==> config.mk <==
export PLATFORM = sky130hd
export DESIGN_NAME = spl_limiters
export DESIGN_NICKNAME = d
export VERILOG_FILES = /design/src/design/spl_pkg.sv /design/src/design/spl_thermal_filter.sv /design/src/design/spl_limiters.sv
export SDC_FILE = /design/constraint.sdc
export NUM_CORES = 1
export LEC_CHECK = 0
export ABC_CLOCK_PERIOD_IN_PS = 7600
export BUFFER_PORTS_ARGS = -buffer_cell sky130_fd_sc_hd__buf_2
export CORE_ASPECT_RATIO = 0.8
export CORE_UTILIZATION = 60
export DETAILED_ROUTE_END_ITERATION = 12
export HOLD_SLACK_MARGIN = 0.08
export PLACE_DENSITY = 0.75
export SYNTH_ARGS = -nofsm -noshare
export SYNTH_HDL_FRONTEND = slang
export SYNTH_HIERARCHICAL = 1
export SYNTH_SLANG_ARGS = --single-unit
export TNS_END_PERCENT = 50
==> constraint.sdc <==
create_clock -name clk -period 7.6 [get_ports clk]
set_clock_uncertainty 0.15 [all_clocks]
set_input_delay 0 -clock clk [delete_from_list [all_inputs] [get_ports clk]]
set_output_delay 0 -clock clk [all_outputs]
set_load 0.01 [all_outputs]
==> src/design/spl_pkg.sv <==
// Shared constants, tables and types of the speaker protection limiters
package spl_pkg;

	// ****************************************
	// Register map and field positions
	// ****************************************
	localparam logic [7:0] ADDR_CORNER = 8'h41;
	localparam logic [7:0] ADDR_THRESH = 8'h42;
	localparam logic [7:0] ADDR_RELEASE = 8'h43;
	localparam logic [7:0] ADDR_PWR_TW = 8'h44;
	localparam logic [7:0] ADDR_PWR_TC = 8'h45;
	localparam logic [7:0] ADDR_DIST = 8'h46;
	localparam int UPPER_LSB = 4;
	localparam int LOWER_LSB = 0;
	localparam int RELEASE_LSB = 4;
	localparam int THRESH_LSB = 0;
	localparam int POWER_THRESHOLD_SEL_LSB = 4;
	localparam int WEIGHT_LSB = 0;
	localparam int MAGNET_LSB = 4;
	localparam int COIL_LSB = 0;
	localparam int DLIM_LSB = 4;
	localparam int DREL_LSB = 0;
	localparam logic [7:0] REG_RESET = 8'h00;

	// ****************************************
	// Timing
	// ****************************************
	localparam int CLK_KHZ = 250000;
	localparam int EXC_MIN_RELEASE_MS = 250;
	localparam int DIST_RELEASE_MS = 1400;
	localparam int MUTE_MS = 10;
	localparam int TC_UNIT_MS = 10;
	localparam logic [7:0] SLIDE_FULL = 8'hff;
	localparam logic [4:0] ATTEN_MAX = 5'h1f;
	localparam int FILT_SHIFT = 6;
	localparam int EXC_STEP_CYCLES = EXC_MIN_RELEASE_MS * CLK_KHZ / 255;
	localparam int DIST_STEP_CYCLES = DIST_RELEASE_MS * CLK_KHZ / 31;
	localparam int MUTE_CYCLES = MUTE_MS * CLK_KHZ;
	localparam int PWR_TICK_CYCLES = TC_UNIT_MS * CLK_KHZ / (1 << FILT_SHIFT);
	localparam logic [15:0] SEC_PER_MIN = 16'h003c;

	// ****************************************
	// Code tables
	// ****************************************
	localparam logic [10:0] UPPER_HZ [0:4] = '{11'd0, 11'd400, 11'd600, 11'd800, 11'd1000};
	localparam logic [12:0] EXC_THR_MV [0:7] = '{13'd340, 13'd710, 13'd1300, 13'd1770,
		13'd2330, 13'd3250, 13'd4250, 13'd4950};
	localparam logic [2:0] REL_SHIFT [0:7] = '{3'd4, 3'd3, 3'd2, 3'd1, 3'd0, 3'd0, 3'd0, 3'd0};
	localparam logic [10:0] PWR_THR_MW [0:15] = '{11'd0, 11'd50, 11'd60, 11'd90, 11'd110,
		11'd130, 11'd180, 11'd220, 11'd270, 11'd350, 11'd480, 11'd720, 11'd1000, 11'd1430,
		11'd1570, 11'd1800};
	localparam logic [3:0] COIL_EIGHTHS [0:7] = '{4'd4, 4'd5, 4'd6, 4'd7, 4'd8, 4'd1, 4'd2, 4'd3};
	localparam logic [3:0] WEIGHT_ALL = 4'h8;
	localparam logic [15:0] TC_CS [0:15] = '{16'd0, 16'd50, 16'd67, 16'd89, 16'd119, 16'd158,
		16'd211, 16'd281, 16'd375, 16'd500, 16'd666, 16'd888, 16'd0, 16'd0, 16'd0, 16'd0};
	localparam logic [7:0] THD_PERMILLE [0:15] = '{8'd0, 8'd5, 8'd10, 8'd20, 8'd40, 8'd60,
		8'd80, 8'd100, 8'd120, 8'd140, 8'd160, 8'd180, 8'd200, 8'd210, 8'd220, 8'd240};

	// ****************************************
	// Types
	// ****************************************
	typedef enum logic [2:0] {
		EXC_OFF = 3'b000,
		EXC_FIXED_PRESET = 3'b001,
		EXC_FIXED_BIQUAD = 3'b010,
		EXC_DYN_PRESET = 3'b011,
		EXC_DYN_BIQUAD = 3'b100,
		EXC_INVALID = 3'b101
	} spl_exc_mode_t;

	typedef struct packed {
		spl_exc_mode_t mode;
		logic [10:0] upper_hz;
		logic [10:0] lower_hz;
		logic [7:0] slide;
	} spl_exc_ctl_t;

	typedef struct packed {
		logic mute;
		logic [4:0] atten;
	} spl_vol_ctl_t;

endpackage : spl_pkg

==> src/design/spl_thermal_filter.sv <==
// One-pole thermal averaging filter for the power limiter
`timescale 1ns/1ps
`default_nettype none
module spl_thermal_filter (
	// Clock and reset
	input wire logic clk,
	input wire logic resetn,
	input wire logic ce,
	// Control
	input wire logic tick,
	input wire logic [15:0] interval,
	// Data
	input wire logic [10:0] power_mw,
	output logic [10:0] avg_mw
);
	logic [15:0] cnt_r;
	logic [16:0] acc_r;
	logic [16:0] target;
	logic step;

	// Interval zero disables the filter and clears its history
	assign target = {power_mw, 6'h00};
	assign step = tick && (cnt_r + 16'h0001 >= interval);

	// Divide the base tick by the selected time constant
	always_ff @(posedge clk or negedge resetn) begin
		if (!resetn) begin
			cnt_r <= 16'h0000;
		end else if (ce) begin
			if (interval == 16'h0000 || step) begin
				cnt_r <= 16'h0000;
			end else if (tick) begin
				cnt_r <= cnt_r + 16'h0001;
			end
		end
	end

	// Exponential average, 1/64 per step so 64 steps are one time constant
	always_ff @(posedge clk or negedge resetn) begin
		if (!resetn) begin
			acc_r <= 17'h0_0000;
		end else if (ce) begin
			if (interval == 16'h0000) begin
				acc_r <= 17'h0_0000;
			end else if (step) begin
				acc_r <= 17'(acc_r + (target >>> spl_pkg::FILT_SHIFT) - (acc_r >> spl_pkg::FILT_SHIFT));
			end
		end
	end

	assign avg_mw = acc_r[16:6];
endmodule : spl_thermal_filter
`default_nettype wire

==> src/design/spl_limiters.sv <==
// Speaker protection: excursion, power and distortion limiters
`timescale 1ns/1ps
`default_nettype none
// Functional notes
// Lower 00: fixed highpass at upper corner 400/600/800/1000 Hz.
// Biquad fixed, preset sliding pairs, or biquad-to-upper sliding modes.
// Release code sets slide time 4, 2, 1, 0.5, 0.25 s.
// Release time equals full slide from upper to lower corner.
// Output level above threshold uses upper corner, below slides to lower.
// Threshold codes select 0.34 to 4.95 volts peak.
// Software keeps battery voltage setting equal to real speaker supply.
// Track continuous output power, briefly mute above threshold.
// Power threshold code 0 disables, others 0.05 to 1.80 W.
// Weighting splits influence between coil and magnet constants.
// Magnet constant 0 disables, others 0.50 to 8.88 minutes.
// Coil constant uses same table in seconds.
// Reduce output gain when clipped fraction exceeds distortion limit.
// Distortion limit 0 disables, 1 means below 1 percent, up to 24.
// Distortion release bit picks 1.4 s or 2.8 s.
// Excursion in digital path; power, distortion drive analog volume.
// Software changes excursion settings only while the path is off.
// Biquad coefficients stored in their documented sign forms.
// Software never writes reserved codes or invalid corner pairs.
module spl_limiters #(
	parameter int EXC_STEP = spl_pkg::EXC_STEP_CYCLES,
	parameter int DIST_STEP = spl_pkg::DIST_STEP_CYCLES,
	parameter int MUTE_LEN = spl_pkg::MUTE_CYCLES,
	parameter int PWR_TICK = spl_pkg::PWR_TICK_CYCLES
) (
	// Clock and reset
	input wire logic clk,
	input wire logic resetn,
	input wire logic ce,
	// Register port
	input wire logic reg_wr,
	input wire logic [7:0] reg_addr,
	input wire logic [7:0] reg_wdata,
	output logic [7:0] reg_rdata,
	// Speaker output monitor
	input wire logic mon_valid,
	input wire logic [15:0] mon_peak,
	input wire logic [12:0] battery_mv,
	input wire logic [10:0] mon_power_mw,
	input wire logic [7:0] mon_clip_permille,
	// Controls out
	output spl_pkg::spl_exc_ctl_t exc_ctl,
	output spl_pkg::spl_vol_ctl_t vol_ctl
);
	// ****************************************
	// Registers
	// ****************************************
	logic [7:0] corner_r, thresh_r, release_r, pwr_tw_r, pwr_tc_r, dist_r;

	// Storage; only defined fields are kept, the rest read as zero
	always_ff @(posedge clk or negedge resetn) begin
		if (!resetn) begin
			corner_r <= spl_pkg::REG_RESET;
			thresh_r <= spl_pkg::REG_RESET;
			release_r <= spl_pkg::REG_RESET;
			pwr_tw_r <= spl_pkg::REG_RESET;
			pwr_tc_r <= spl_pkg::REG_RESET;
			dist_r <= spl_pkg::REG_RESET;
		end else if (ce && reg_wr) begin
			case (reg_addr)
				spl_pkg::ADDR_CORNER: corner_r <= reg_wdata & 8'h73;
				spl_pkg::ADDR_THRESH: thresh_r <= reg_wdata & 8'h07;
				spl_pkg::ADDR_RELEASE: release_r <= reg_wdata & 8'h70;
				spl_pkg::ADDR_PWR_TW: pwr_tw_r <= reg_wdata & 8'hf7;
				spl_pkg::ADDR_PWR_TC: pwr_tc_r <= reg_wdata;
				spl_pkg::ADDR_DIST: dist_r <= reg_wdata & 8'hf1;
				default: ;
			endcase
		end
	end

	// Registered read data; unmapped addresses read zero
	always_ff @(posedge clk or negedge resetn) begin
		if (!resetn) begin
			reg_rdata <= 8'h00;
		end else if (ce) begin
			case (reg_addr)
				spl_pkg::ADDR_CORNER: reg_rdata <= corner_r;
				spl_pkg::ADDR_THRESH: reg_rdata <= thresh_r;
				spl_pkg::ADDR_RELEASE: reg_rdata <= release_r;
				spl_pkg::ADDR_PWR_TW: reg_rdata <= pwr_tw_r;
				spl_pkg::ADDR_PWR_TC: reg_rdata <= pwr_tc_r;
				spl_pkg::ADDR_DIST: reg_rdata <= dist_r;
				default: reg_rdata <= 8'h00;
			endcase
		end
	end

	// Field extraction
	logic [2:0] upper_sel, release_sel, thresh_sel, weight_sel;
	logic [1:0] lower_sel;
	logic [3:0] pwr_sel, magnet_sel, coil_sel, dlim_sel;
	logic drel_sel;
	assign upper_sel = corner_r[spl_pkg::UPPER_LSB +: 3];
	assign lower_sel = corner_r[spl_pkg::LOWER_LSB +: 2];
	assign release_sel = release_r[spl_pkg::RELEASE_LSB +: 3];
	assign thresh_sel = thresh_r[spl_pkg::THRESH_LSB +: 3];
	assign pwr_sel = pwr_tw_r[spl_pkg::POWER_THRESHOLD_SEL_LSB +: 4];
	assign weight_sel = pwr_tw_r[spl_pkg::WEIGHT_LSB +: 3];
	assign magnet_sel = pwr_tc_r[spl_pkg::MAGNET_LSB +: 4];
	assign coil_sel = pwr_tc_r[spl_pkg::COIL_LSB +: 4];
	assign dlim_sel = dist_r[spl_pkg::DLIM_LSB +: 4];
	assign drel_sel = dist_r[spl_pkg::DREL_LSB];

	// ****************************************
	// Excursion limiter (digital path)
	// ****************************************
	spl_pkg::spl_exc_mode_t mode;
	logic [10:0] upper_hz, lower_hz;

	// Decode the corner pair; unlisted pairs are flagged, filter left fixed high
	always_comb begin
		mode = spl_pkg::EXC_INVALID;
		upper_hz = 11'd0;
		lower_hz = 11'd0;
		if (upper_sel <= 3'b100) begin
			upper_hz = spl_pkg::UPPER_HZ[upper_sel];
		end
		unique case (lower_sel)
			2'b00: mode = (upper_sel == 3'b000) ? spl_pkg::EXC_OFF :
				(upper_sel <= 3'b100) ? spl_pkg::EXC_FIXED_PRESET : spl_pkg::EXC_INVALID;
			2'b01: if (upper_sel == 3'b001) begin
				mode = spl_pkg::EXC_DYN_PRESET;
				lower_hz = spl_pkg::UPPER_HZ[0] + 11'd200;
			end
			2'b10: if (upper_sel == 3'b010 || upper_sel == 3'b011) begin
				mode = spl_pkg::EXC_DYN_PRESET;
				lower_hz = spl_pkg::UPPER_HZ[1];
			end
			2'b11: mode = (upper_sel == 3'b000) ? spl_pkg::EXC_FIXED_BIQUAD :
				(upper_sel <= 3'b100) ? spl_pkg::EXC_DYN_BIQUAD : spl_pkg::EXC_INVALID;
		endcase
	end

	// Output level in millivolts from full-scale peak and supply
	logic [28:0] level_prod;
	logic [12:0] level_mv;
	logic above;
	assign level_prod = mon_peak * battery_mv;
	assign level_mv = level_prod[27:15];
	assign above = level_mv > spl_pkg::EXC_THR_MV[thresh_sel];

	// Slide step period; release codes 6 and 7 freeze the slide
	logic [31:0] exc_period, exc_cnt_r;
	logic [7:0] slide_r;
	logic dynamic;
	assign exc_period = 32'(EXC_STEP) << spl_pkg::REL_SHIFT[release_sel];
	assign dynamic = (mode == spl_pkg::EXC_DYN_PRESET) || (mode == spl_pkg::EXC_DYN_BIQUAD);

	// Attack is immediate; release walks 255 equal steps down to the low corner
	always_ff @(posedge clk or negedge resetn) begin
		if (!resetn) begin
			slide_r <= spl_pkg::SLIDE_FULL;
			exc_cnt_r <= 32'h0000_0000;
		end else if (ce) begin
			if (!dynamic) begin
				slide_r <= spl_pkg::SLIDE_FULL;
				exc_cnt_r <= 32'h0000_0000;
			end else if (mon_valid && above) begin
				slide_r <= spl_pkg::SLIDE_FULL;
				exc_cnt_r <= 32'h0000_0000;
			end else if (release_sel[2:1] != 2'b11 && slide_r != 8'h00) begin
				if (exc_cnt_r + 32'h0000_0001 >= exc_period) begin
					exc_cnt_r <= 32'h0000_0000;
					slide_r <= slide_r - 8'h01;
				end else begin
					exc_cnt_r <= exc_cnt_r + 32'h0000_0001;
				end
			end
		end
	end

	// Digital filter control, registered
	always_ff @(posedge clk or negedge resetn) begin
		if (!resetn) begin
			exc_ctl <= '0;
		end else if (ce) begin
			exc_ctl.mode <= mode;
			exc_ctl.upper_hz <= upper_hz;
			exc_ctl.lower_hz <= lower_hz;
			exc_ctl.slide <= slide_r;
		end
	end

	// ****************************************
	// Power limiter (analog volume)
	// ****************************************
	logic [31:0] tick_cnt_r;
	logic tick;
	logic [10:0] pwr_hold_r, coil_avg, magnet_avg;
	logic [15:0] coil_int, magnet_int;
	assign tick = tick_cnt_r + 32'h0000_0001 >= 32'(PWR_TICK);

	// Base tick is 1/64 of one hundredth of a second
	always_ff @(posedge clk or negedge resetn) begin
		if (!resetn) begin
			tick_cnt_r <= 32'h0000_0000;
		end else if (ce) begin
			tick_cnt_r <= tick ? 32'h0000_0000 : tick_cnt_r + 32'h0000_0001;
		end
	end

	// Hold the latest power sample between monitor updates
	always_ff @(posedge clk or negedge resetn) begin
		if (!resetn) begin
			pwr_hold_r <= 11'd0;
		end else if (ce && mon_valid) begin
			pwr_hold_r <= mon_power_mw;
		end
	end

	assign coil_int = spl_pkg::TC_CS[coil_sel];
	assign magnet_int = 16'(spl_pkg::TC_CS[magnet_sel] * spl_pkg::SEC_PER_MIN);

	spl_thermal_filter u_coil (
		.clk(clk),
		.resetn(resetn),
		.ce(ce),
		.tick(tick),
		.interval(coil_int),
		.power_mw(pwr_hold_r),
		.avg_mw(coil_avg)
	);

	spl_thermal_filter u_magnet (
		.clk(clk),
		.resetn(resetn),
		.ce(ce),
		.tick(tick),
		.interval(magnet_int),
		.power_mw(pwr_hold_r),
		.avg_mw(magnet_avg)
	);

	// Weighted estimate in eighths of the two averages
	logic [3:0] w_coil, w_magnet;
	logic [14:0] est_sum;
	logic [10:0] est_mw;
	logic [31:0] mute_cnt_r;
	assign w_coil = spl_pkg::COIL_EIGHTHS[weight_sel];
	assign w_magnet = spl_pkg::WEIGHT_ALL - w_coil;
	assign est_sum = coil_avg * w_coil + magnet_avg * w_magnet;
	assign est_mw = est_sum[13:3];

	// Mute stays for a fixed window, re-armed while the estimate stays high
	always_ff @(posedge clk or negedge resetn) begin
		if (!resetn) begin
			mute_cnt_r <= 32'h0000_0000;
		end else if (ce) begin
			if (pwr_sel != 4'h0 && est_mw > spl_pkg::PWR_THR_MW[pwr_sel]) begin
				mute_cnt_r <= 32'(MUTE_LEN);
			end else if (mute_cnt_r != 32'h0000_0000) begin
				mute_cnt_r <= mute_cnt_r - 32'h0000_0001;
			end
		end
	end

	// ****************************************
	// Distortion limiter (analog volume)
	// ****************************************
	logic [4:0] atten_r;
	logic [31:0] dist_cnt_r, dist_period;
	logic dist_over;
	assign dist_period = drel_sel ? 32'(DIST_STEP) << 1 : 32'(DIST_STEP);
	assign dist_over = dlim_sel != 4'h0 && mon_valid &&
		mon_clip_permille > spl_pkg::THD_PERMILLE[dlim_sel];

	// One step down per over-limit sample, slow return toward nominal
	always_ff @(posedge clk or negedge resetn) begin
		if (!resetn) begin
			atten_r <= 5'h00;
			dist_cnt_r <= 32'h0000_0000;
		end else if (ce) begin
			if (dlim_sel == 4'h0) begin
				atten_r <= 5'h00;
				dist_cnt_r <= 32'h0000_0000;
			end else if (dist_over) begin
				dist_cnt_r <= 32'h0000_0000;
				if (atten_r != spl_pkg::ATTEN_MAX) begin
					atten_r <= atten_r + 5'h01;
				end
			end else if (atten_r != 5'h00) begin
				if (dist_cnt_r + 32'h0000_0001 >= dist_period) begin
					dist_cnt_r <= 32'h0000_0000;
					atten_r <= atten_r - 5'h01;
				end else begin
					dist_cnt_r <= dist_cnt_r + 32'h0000_0001;
				end
			end
		end
	end

	// Analog volume control, registered
	always_ff @(posedge clk or negedge resetn) begin
		if (!resetn) begin
			vol_ctl <= '0;
		end else if (ce) begin
			vol_ctl.mute <= mute_cnt_r != 32'h0000_0000;
			vol_ctl.atten <= atten_r;
		end
	end
endmodule : spl_limiters
`default_nettype wire

# --- After elaboration in Yosys (flattened, before gate mapping) ---
# Memory sizes are Yosys's and may differ from the RTL's.
# Index checks and enable logic that the tools add are counted.
# W data, S select, Z words.
totals:
  register_bits: 296
  romBits: 1064
  input_bits: 69
  n_memories: 8
op_classes:
  add_sub_neg: 15
  n_mul: 4
  n_lt_le_gt_ge: 17
  eq_ne: 19
  n_shift: 1
  n_mux: 57
  bitwise_logic: 8
  reduce_logical: 45
mem_list:
  columns: ["memory", "depth", "width", "rd", "rd_ports_with_merged_regs", "wr", "line_no", "rtl"]
  rows:
  - ["(name not given)", 16, 16, 1, 0, 0, "spl_limiters.sv:217", "assign magnet_int = 16'(spl_pkg::TC_CS[magnet_sel] * spl_pkg::SEC_PER_MIN);"]
  - ["(name not given)", 16, 16, 1, 0, 0, "spl_limiters.sv:216", "assign coil_int = spl_pkg::TC_CS[coil_sel];"]
  - ["(name not given)", 16, 11, 1, 0, 0, "spl_limiters.sv:254", "if (pwr_sel != 4'h0 && est_mw > spl_pkg::PWR_THR_MW[pwr_sel]) begin"]
  - ["(name not given)", 16, 8, 1, 0, 0, "spl_limiters.sv:270", "mon_clip_permille > spl_pkg::THD_PERMILLE[dlim_sel];"]
  - ["(name not given)", 8, 13, 1, 0, 0, "spl_limiters.sv:145", "assign above = level_mv > spl_pkg::EXC_THR_MV[thresh_sel];"]
  - ["(name not given)", 8, 11, 1, 0, 0, "spl_limiters.sv:121", "upper_hz = spl_pkg::UPPER_HZ[upper_sel];"]
  - ["2 more memories", null, null, null, null, null, null, null]
ops:
  columns: ["op", "count"]
  rows:
  - ["$mux W32", 11]
  - ["$mux W16", 8]
  - ["$add A32 B1 Y32 const B", 3]
  - ["$mux W17", 4]
  - ["$mux W8", 7]
  - ["$mux W11", 5]
  - ["$eq A8 B7 Y1 const B", 6]
  - ["$pmux W8 S6", 1]
  - ["$add A17 B11 Y17", 2]
  - ["$sub A17 B11 Y17", 2]
  - ["$add A16 B1 Y16 const B", 2]
  - ["$ge A16 B16 Y1", 2]
  - ["$ge A32 B16 Y1 const B", 1]
  - ["$ge A32 B25 Y1", 1]
  - ["$ge A32 B32 Y1", 1]
  - ["$logic_not A16 Y1", 2]
  - ["$reduce_bool A32 Y1", 1]
  - ["$shl A18 B3 Y32 const A", 1]
  - ["$sub A32 B1 Y32 const B", 1]
  - ["$mul A11 B4 Y14", 2]
  - ["$mul A16 B13 Y28", 1]
  - ["$mux W13", 2]
  - ["$reduce_and A2 Y1", 13]
  - ["$mux W25", 1]
  - ["41 further kinds", 86]

# --- Depth between registers and ports, before layout ---
depth:
  word_depth: 11
  mapped_depth: 31
  ltp_nobuf: 28

# --- Modules after synthesis ---
# The synthesis kept the hierarchy.
modules_own_cells:
  columns: ["mod", "instances", "cells_per_inst", "area_each_um2", "seq_area_each_um2"]
  rows:
  - ["spl_limiters", 1, 2789, 24365.9, 5440.2]
  - ["spl_thermal_filter", 2, 389, 3294.4, 825.8]

# --- Worst setup path before layout ---
# No wires, ideal clock.
synth_timing:
  path_kind: "input-to-reg"
  from: "in battery_mv[12]"
  to: "reg exc_cnt_r[14]"
  setup_time_ps: 83
  arrival_ps: 6776
  required_time_ps: 7367
  path_slack_ps: 591
  cell_stages: 26
  path_buffers: 2
  path_cell_list: "clkbuf_1 nand2_1 fa_1 fa_1 inv_1 fa_1 fa_1 inv_1 fa_1 inv_1 ha_1 o2111ai_1 a21oi_1 a211oi_1 o2111ai_1 nand2_1 o21ai_0 o31ai_1 xnor2_1 ha_1 a2111oi_0 a21oi_1 a21oi_1 nand3_1 clkbuf_1 o22ai_1"
synth_via:
  elab_chain_len: 5
  elab_cells_between_ends: 7
  cone_classes: "1 x mul; 1 x order compare; 1 x eq/ne; 2 x mux; 2 x reduce/logical"
synth_rtl:
  columns: ["element", "line_no", "rtl"]
  rows:
  - ["start: declaration", "spl_limiters.sv:42", "input wire logic [12:0] battery_mv,"]
  - ["$mul A16 B13 Y28 *", "spl_limiters.sv:143", "assign level_prod = mon_peak * battery_mv;"]
  - ["$gt A13 B13 Y1 *", "spl_limiters.sv:145", null]
  - ["$logic_and A1 B1 Y1 *", "spl_limiters.sv:163", "end else if (mon_valid && above) begin"]
  - ["$ne A3 B1 Y1 (no line) or $mux W32 (tied branches)", null, null]
  - ["$reduce_and A2 Y1 (no line) or $mux W32 (tied branches)", null, null]
  - ["end signal: assignment", "spl_limiters.sv:171", "exc_cnt_r <= exc_cnt_r + 32'h0000_0001;"]
  - ["end: declaration", "spl_limiters.sv:148", "logic [31:0] exc_period, exc_cnt_r;"]
# Mark *: on every way between the ends. The rest lies on a longest branch, timed or not.
# A chain may end at the register's enable or synchronous reset.

# --- Worst setup path after layout ---
layout_timing:
  from: "reg pwr_tw_r[1]"
  to: "reg mute_cnt_r[20]"
layout_via:
  elab_chain_len: 11
  elab_cells_between_ends: 13
  cone_classes: "2 x add/sub; 2 x mul; 1 x order compare; 3 x mux; 1 x bitwise; 3 x reduce/logical; 1 x memory"
layout_rtl:
  columns: ["element", "line_no", "rtl"]
  rows:
  - ["start: declaration", "spl_limiters.sv:52", "logic [7:0] corner_r, thresh_r, release_r, pwr_tw_r, pwr_tc_r, dist_r;"]
  - ["start signal: assignment", "spl_limiters.sv:60", "pwr_tw_r <= spl_pkg::REG_RESET;"]
  - ["start signal: assignment", "spl_limiters.sv:68", "spl_pkg::ADDR_PWR_TW: pwr_tw_r <= reg_wdata & 8'hf7;"]
  - ["$not A3 Y4 (implied by the code) *", "spl_limiters.sv:244", "assign w_coil = spl_pkg::COIL_EIGHTHS[weight_sel];"]
  - ["$mem_v2 Z8 W4 *", null, null]
  - ["$mux W4 (implied by the code) * (2 in a row)", "spl_limiters.sv:244", null]
  - ["$sub A4 B4 Y4", "spl_limiters.sv:245", "assign w_magnet = spl_pkg::WEIGHT_ALL - w_coil;"]
  - ["$mul A11 B4 Y14", "spl_limiters.sv:246", "assign est_sum = coil_avg * w_coil + magnet_avg * w_magnet;"]
  - ["$add A14 B14 Y14 *", "spl_limiters.sv:246", null]
  - ["$gt A11 B11 Y1 *", "spl_limiters.sv:254", null]
  - ["$logic_and A1 B1 Y1 *", "spl_limiters.sv:254", null]
  - ["$reduce_bool A2 Y1 (no line)", null, null]
  - ["$reduce_and A2 Y1 (no line)", null, null]
  - ["end signal: assignment", "spl_limiters.sv:255", "mute_cnt_r <= 32'(MUTE_LEN);"]
  - ["end signal: assignment", "spl_limiters.sv:257", "mute_cnt_r <= mute_cnt_r - 32'h0000_0001;"]
  - ["end: declaration", "spl_limiters.sv:243", "logic [31:0] mute_cnt_r;"]
# Mark *: on every way between the ends. The rest lies on a longest branch, timed or not. The select of a mux whose other input is x is not followed.

==> flow_summary.yaml <==
logic_synthesis:
  yosysSeqAreaShare: 0.2291
  synth_cell_type_count: 98
  synth.avg_cell_area_sq_um: 8.678
  synthArstFlopShare: 1.000
  synth_area_sq_mm: 0.03095
  ys_ff_latch: 283
  synth_edf_count: 0
  synth_top_area_cell: "dfrtp_1"
  synthTopCellsByArea: "dfrtp_1 22%, fa_1 16%, ha_1 12%, inv_1 6.2%, nand2_1 5.1%"
  synth_flop_cell: "dfrtp_1"
  yosysWarnings: 6
  yosysMostFrequentCell: "inv_1"
  synthTopCellsByCount: "510 x inv_1, 422 x nand2_1, 286 x ha_1, 275 x dfrtp_1, 250 x fa_1"
  netlist.area_leader.share: 0.2223
  synthCells: 3567
sta:
  finalCritPeriodShare: 0.9431
  slew_violations: 0
  hold_viol: 0
  maxSlewHeadroom: 0.2794
  worstMarginPinSlew_ps: 1074
  setup_violations: 0
  max_freq_mhz: 139.5
  whs_ps: 155.6
  setup_ws_ps: 432.8
  min_period_ps: 7167
placed_design:
  port-buffer-count: 105
  dp_hpwl_um: 54910
  place_congestion: 0.9576
  preCtsSetupSlack_ps: -121.5
run_status:
  outcome: "finished, final reports clean"
power_and_ir_drop:
  internal-power_mw: 4.790
  p_seq_frac: 0.236
  p_clk_frac: 0.222
  power.net_switching_mw: 3.462
  power_leakage_nw: 16.19
  pwr_density_cell_mw_per_mm2: 244.8
  finalPower_mw: 8.252
  switching_share: 0.4195
  max-vdd-ir-drop_uv: 267.0
  power_frac_comb: 0.542
critical_path:
  max_stage_delay_ps: 620
  required_ps: 7900
  r2r_cells: 29
  cp.arrival_ps: 7460
  crit_fanout: 11
  reg2reg_slack_ps: 430
  r2r_start: "pwr_tw_r[1]"
  end_kind: "flop"
  critical-path-top-delay-family: "adder cells"
  path_common_cell: "fa_1"
  worstSetupPathType: "reg2reg"
  crit_buf_inv: 6
  worst_r2r_endpoint: "mute_cnt_r[20]"
  critical-path-slowest-cell: "or4b_2"
  start_kind: "flop"
layout:
  layout.nets: 4258
  drive_above_1_share: 0.09024
  regArea_sq_mm: 0.007092
  fillers: 4254
  area_growth_pct: 8.905
  antenna_cells_inserted: 0
  multiInputGateArea_sq_mm: 0.02119
cts:
  root_buffer: "clkbuf_16"
  path_clk_slew_ps: 70
  h-tree-depth: 2
  cts_buffers: 35
  clkLatencyLatePin_ps: 550
  cts_tree: "yes"
  cts_buffer_depth: 3
  cts_sinks: 283
routing:
  drt-total-wl_um: 72810
  vias: 25240
  drt_iter0_markers: 1815
  vias_per_cell: 5.785
  first_pass_iters: 8
  drtAntennaViolNets: 0
  remaining_drc_errors: 0
  wl_per_cell_um: 16.69
floorplan:
  dieHeight_um: 205.2
  initial_core_util: 0.6068
  io_pins: 116
  die_w_um: 255.9
  dieArea_sq_mm: 0.05251
  rows: 74
  fp.coreArea_sq_mm: 0.05102
job:
  maxCapViolCount: 0
grt:
  antenna_found_initial: 1
  overflow: 0
  grt_use_total: 0.2871
  grt_pass1_vias: 24450
  grt_max_degree: 89
  grt_pass1_wl_um: 123700
min_path:
  hold_end: "slide_r[7]"
  min_from: "mon_valid"
  min_path_cells: 6
  worstHoldPathType: "in2reg"
[placed cells by master, fill, tap and decap left out, drive strengths merged, types with 61 or more instances in the layout]
| cell | count |
|---|---|
| a21oi | 112 |
| and2 | 153 |
| buf | 155 |
| dfrtp | 275 |
| fa | 250 |
| ha | 286 |
| inv | 510 |
| nand2 | 422 |
| nand3 | 106 |
| nand4 | 76 |
| nor2 | 150 |
| o21ai | 159 |
| xnor2 | 84 |
| xor2 | 61 |
[repair_timing]
item,CTS,global route
resized for setup,0,7
hold buffers,47,0
setup buffers,0,1
endpoints found under the hold margin,232,0
endpoints found under the setup margin,0,27
[layout make-up]
type,instances,area share
timing repair buffer,201,0.04164
tap,684,0.02539
inverter,510,0.05679
clock buffer,46,0.02966
multi-input combinational,2622,0.6287
sequential,283,0.2104
clock inverter,17,0.007460
[logic make-up (layout without fill, tap and decap cells)]
kind of cell | after synthesis | in the layout | share of synthesized area
muxes | 73 | 73 | 0.02555
DFF | 283 | 283 | 0.2291
adders and majority gates | 536 | 536 | 0.2773
buffers and inverters | 687 | 774 | 0.09066
other | 1 | 26 | 0.0001211
AOI/OAI and AO/OA | 632 | 632 | 0.1363
xor gates and xnor gates | 145 | 145 | 0.04103
and+or+nand+nor | 1210 | 1210 | 0.1999
[worst reg2reg max path: cells and delay by family, from the launching register on]
family                     cells  cell delay, ps
and+or+nand+nor                5            1130
AOI/OAI and AO/OA             10            1570
adders and majority gates      8            3190
buffers and inverters          6             670
DFF                            1             380
[metal layers]
| layer | track usage | vias up | part of all wire |
|---|---|---|---|
| met5 | 0 | - | 0.00018 |
| met4 | 0.06929 | 2 | 0.021 |
| met3 | 0.04553 | 128 | 0.063 |
| met2 | 0.4480 | 743 | 0.44 |
| met1 | 0.4182 | 12190 | 0.47 |
| li1 | - | 12180 | - |
[worst max-delay path by stage]
stage | from | endpoint | depth (start not counted)
2_1_floorplan | battery_mv[12] | exc_cnt_r[14] | 26
3_3_place_gp | mon_peak[3] | slide_r[4] | 28
3_5_place_dp | battery_mv[3] | exc_cnt_r[1] | 28
4_1_cts | pwr_tw_r[0] | mute_cnt_r[20] | 29
5_1_grt | pwr_tw_r[1] | mute_cnt_r[20] | 29
6_report | pwr_tw_r[1] | mute_cnt_r[20] | 29
[sequential cells by signal, indices dropped and copies added (netlist names)]
name	count
pwr_tc_r	8
slide_r	8
release_r	3
exc_ctl	20
u_coil/cnt_r	16
dist_cnt_r	32
vol_ctl	6
atten_r	5
dist_r	5
tick_cnt_r	32
reg_rdata	8
pwr_hold_r	11
u_magnet/acc_r	17
exc_cnt_r	32
pwr_tw_r	7
u_magnet/cnt_r	16
thresh_r	3
u_coil/acc_r	17
mute_cnt_r	32
corner_r	5
[power by group through the flow]
stage / combinational [mW] / sequential, mW / clock [mW]
3_3_place_gp: 4.33 / 1.96 / 0
4_1_cts: 4.47 / 1.94 / 1.87
2_1_floorplan: 3.37 / 1.91 / 0
6_report: 4.47 / 1.95 / 1.83
3_5_place_dp: 4.41 / 1.97 / 0
5_1_grt: 5.16 / 1.98 / 1.92
[through the flow]
step	TNS [ps]	instances	utilization	instance area (sq um)
finish	0	4363	0.6608	33710
global route	-40.69	4363	0.6608	33710
CTS	0	4362	0.6603	33690
detailed placement	-663.2	4252	0.6262	31950
global placement	0	4252	0.6262	31950
floorplan	0	3592	-	31050
(Power assumes the default switching activity.)
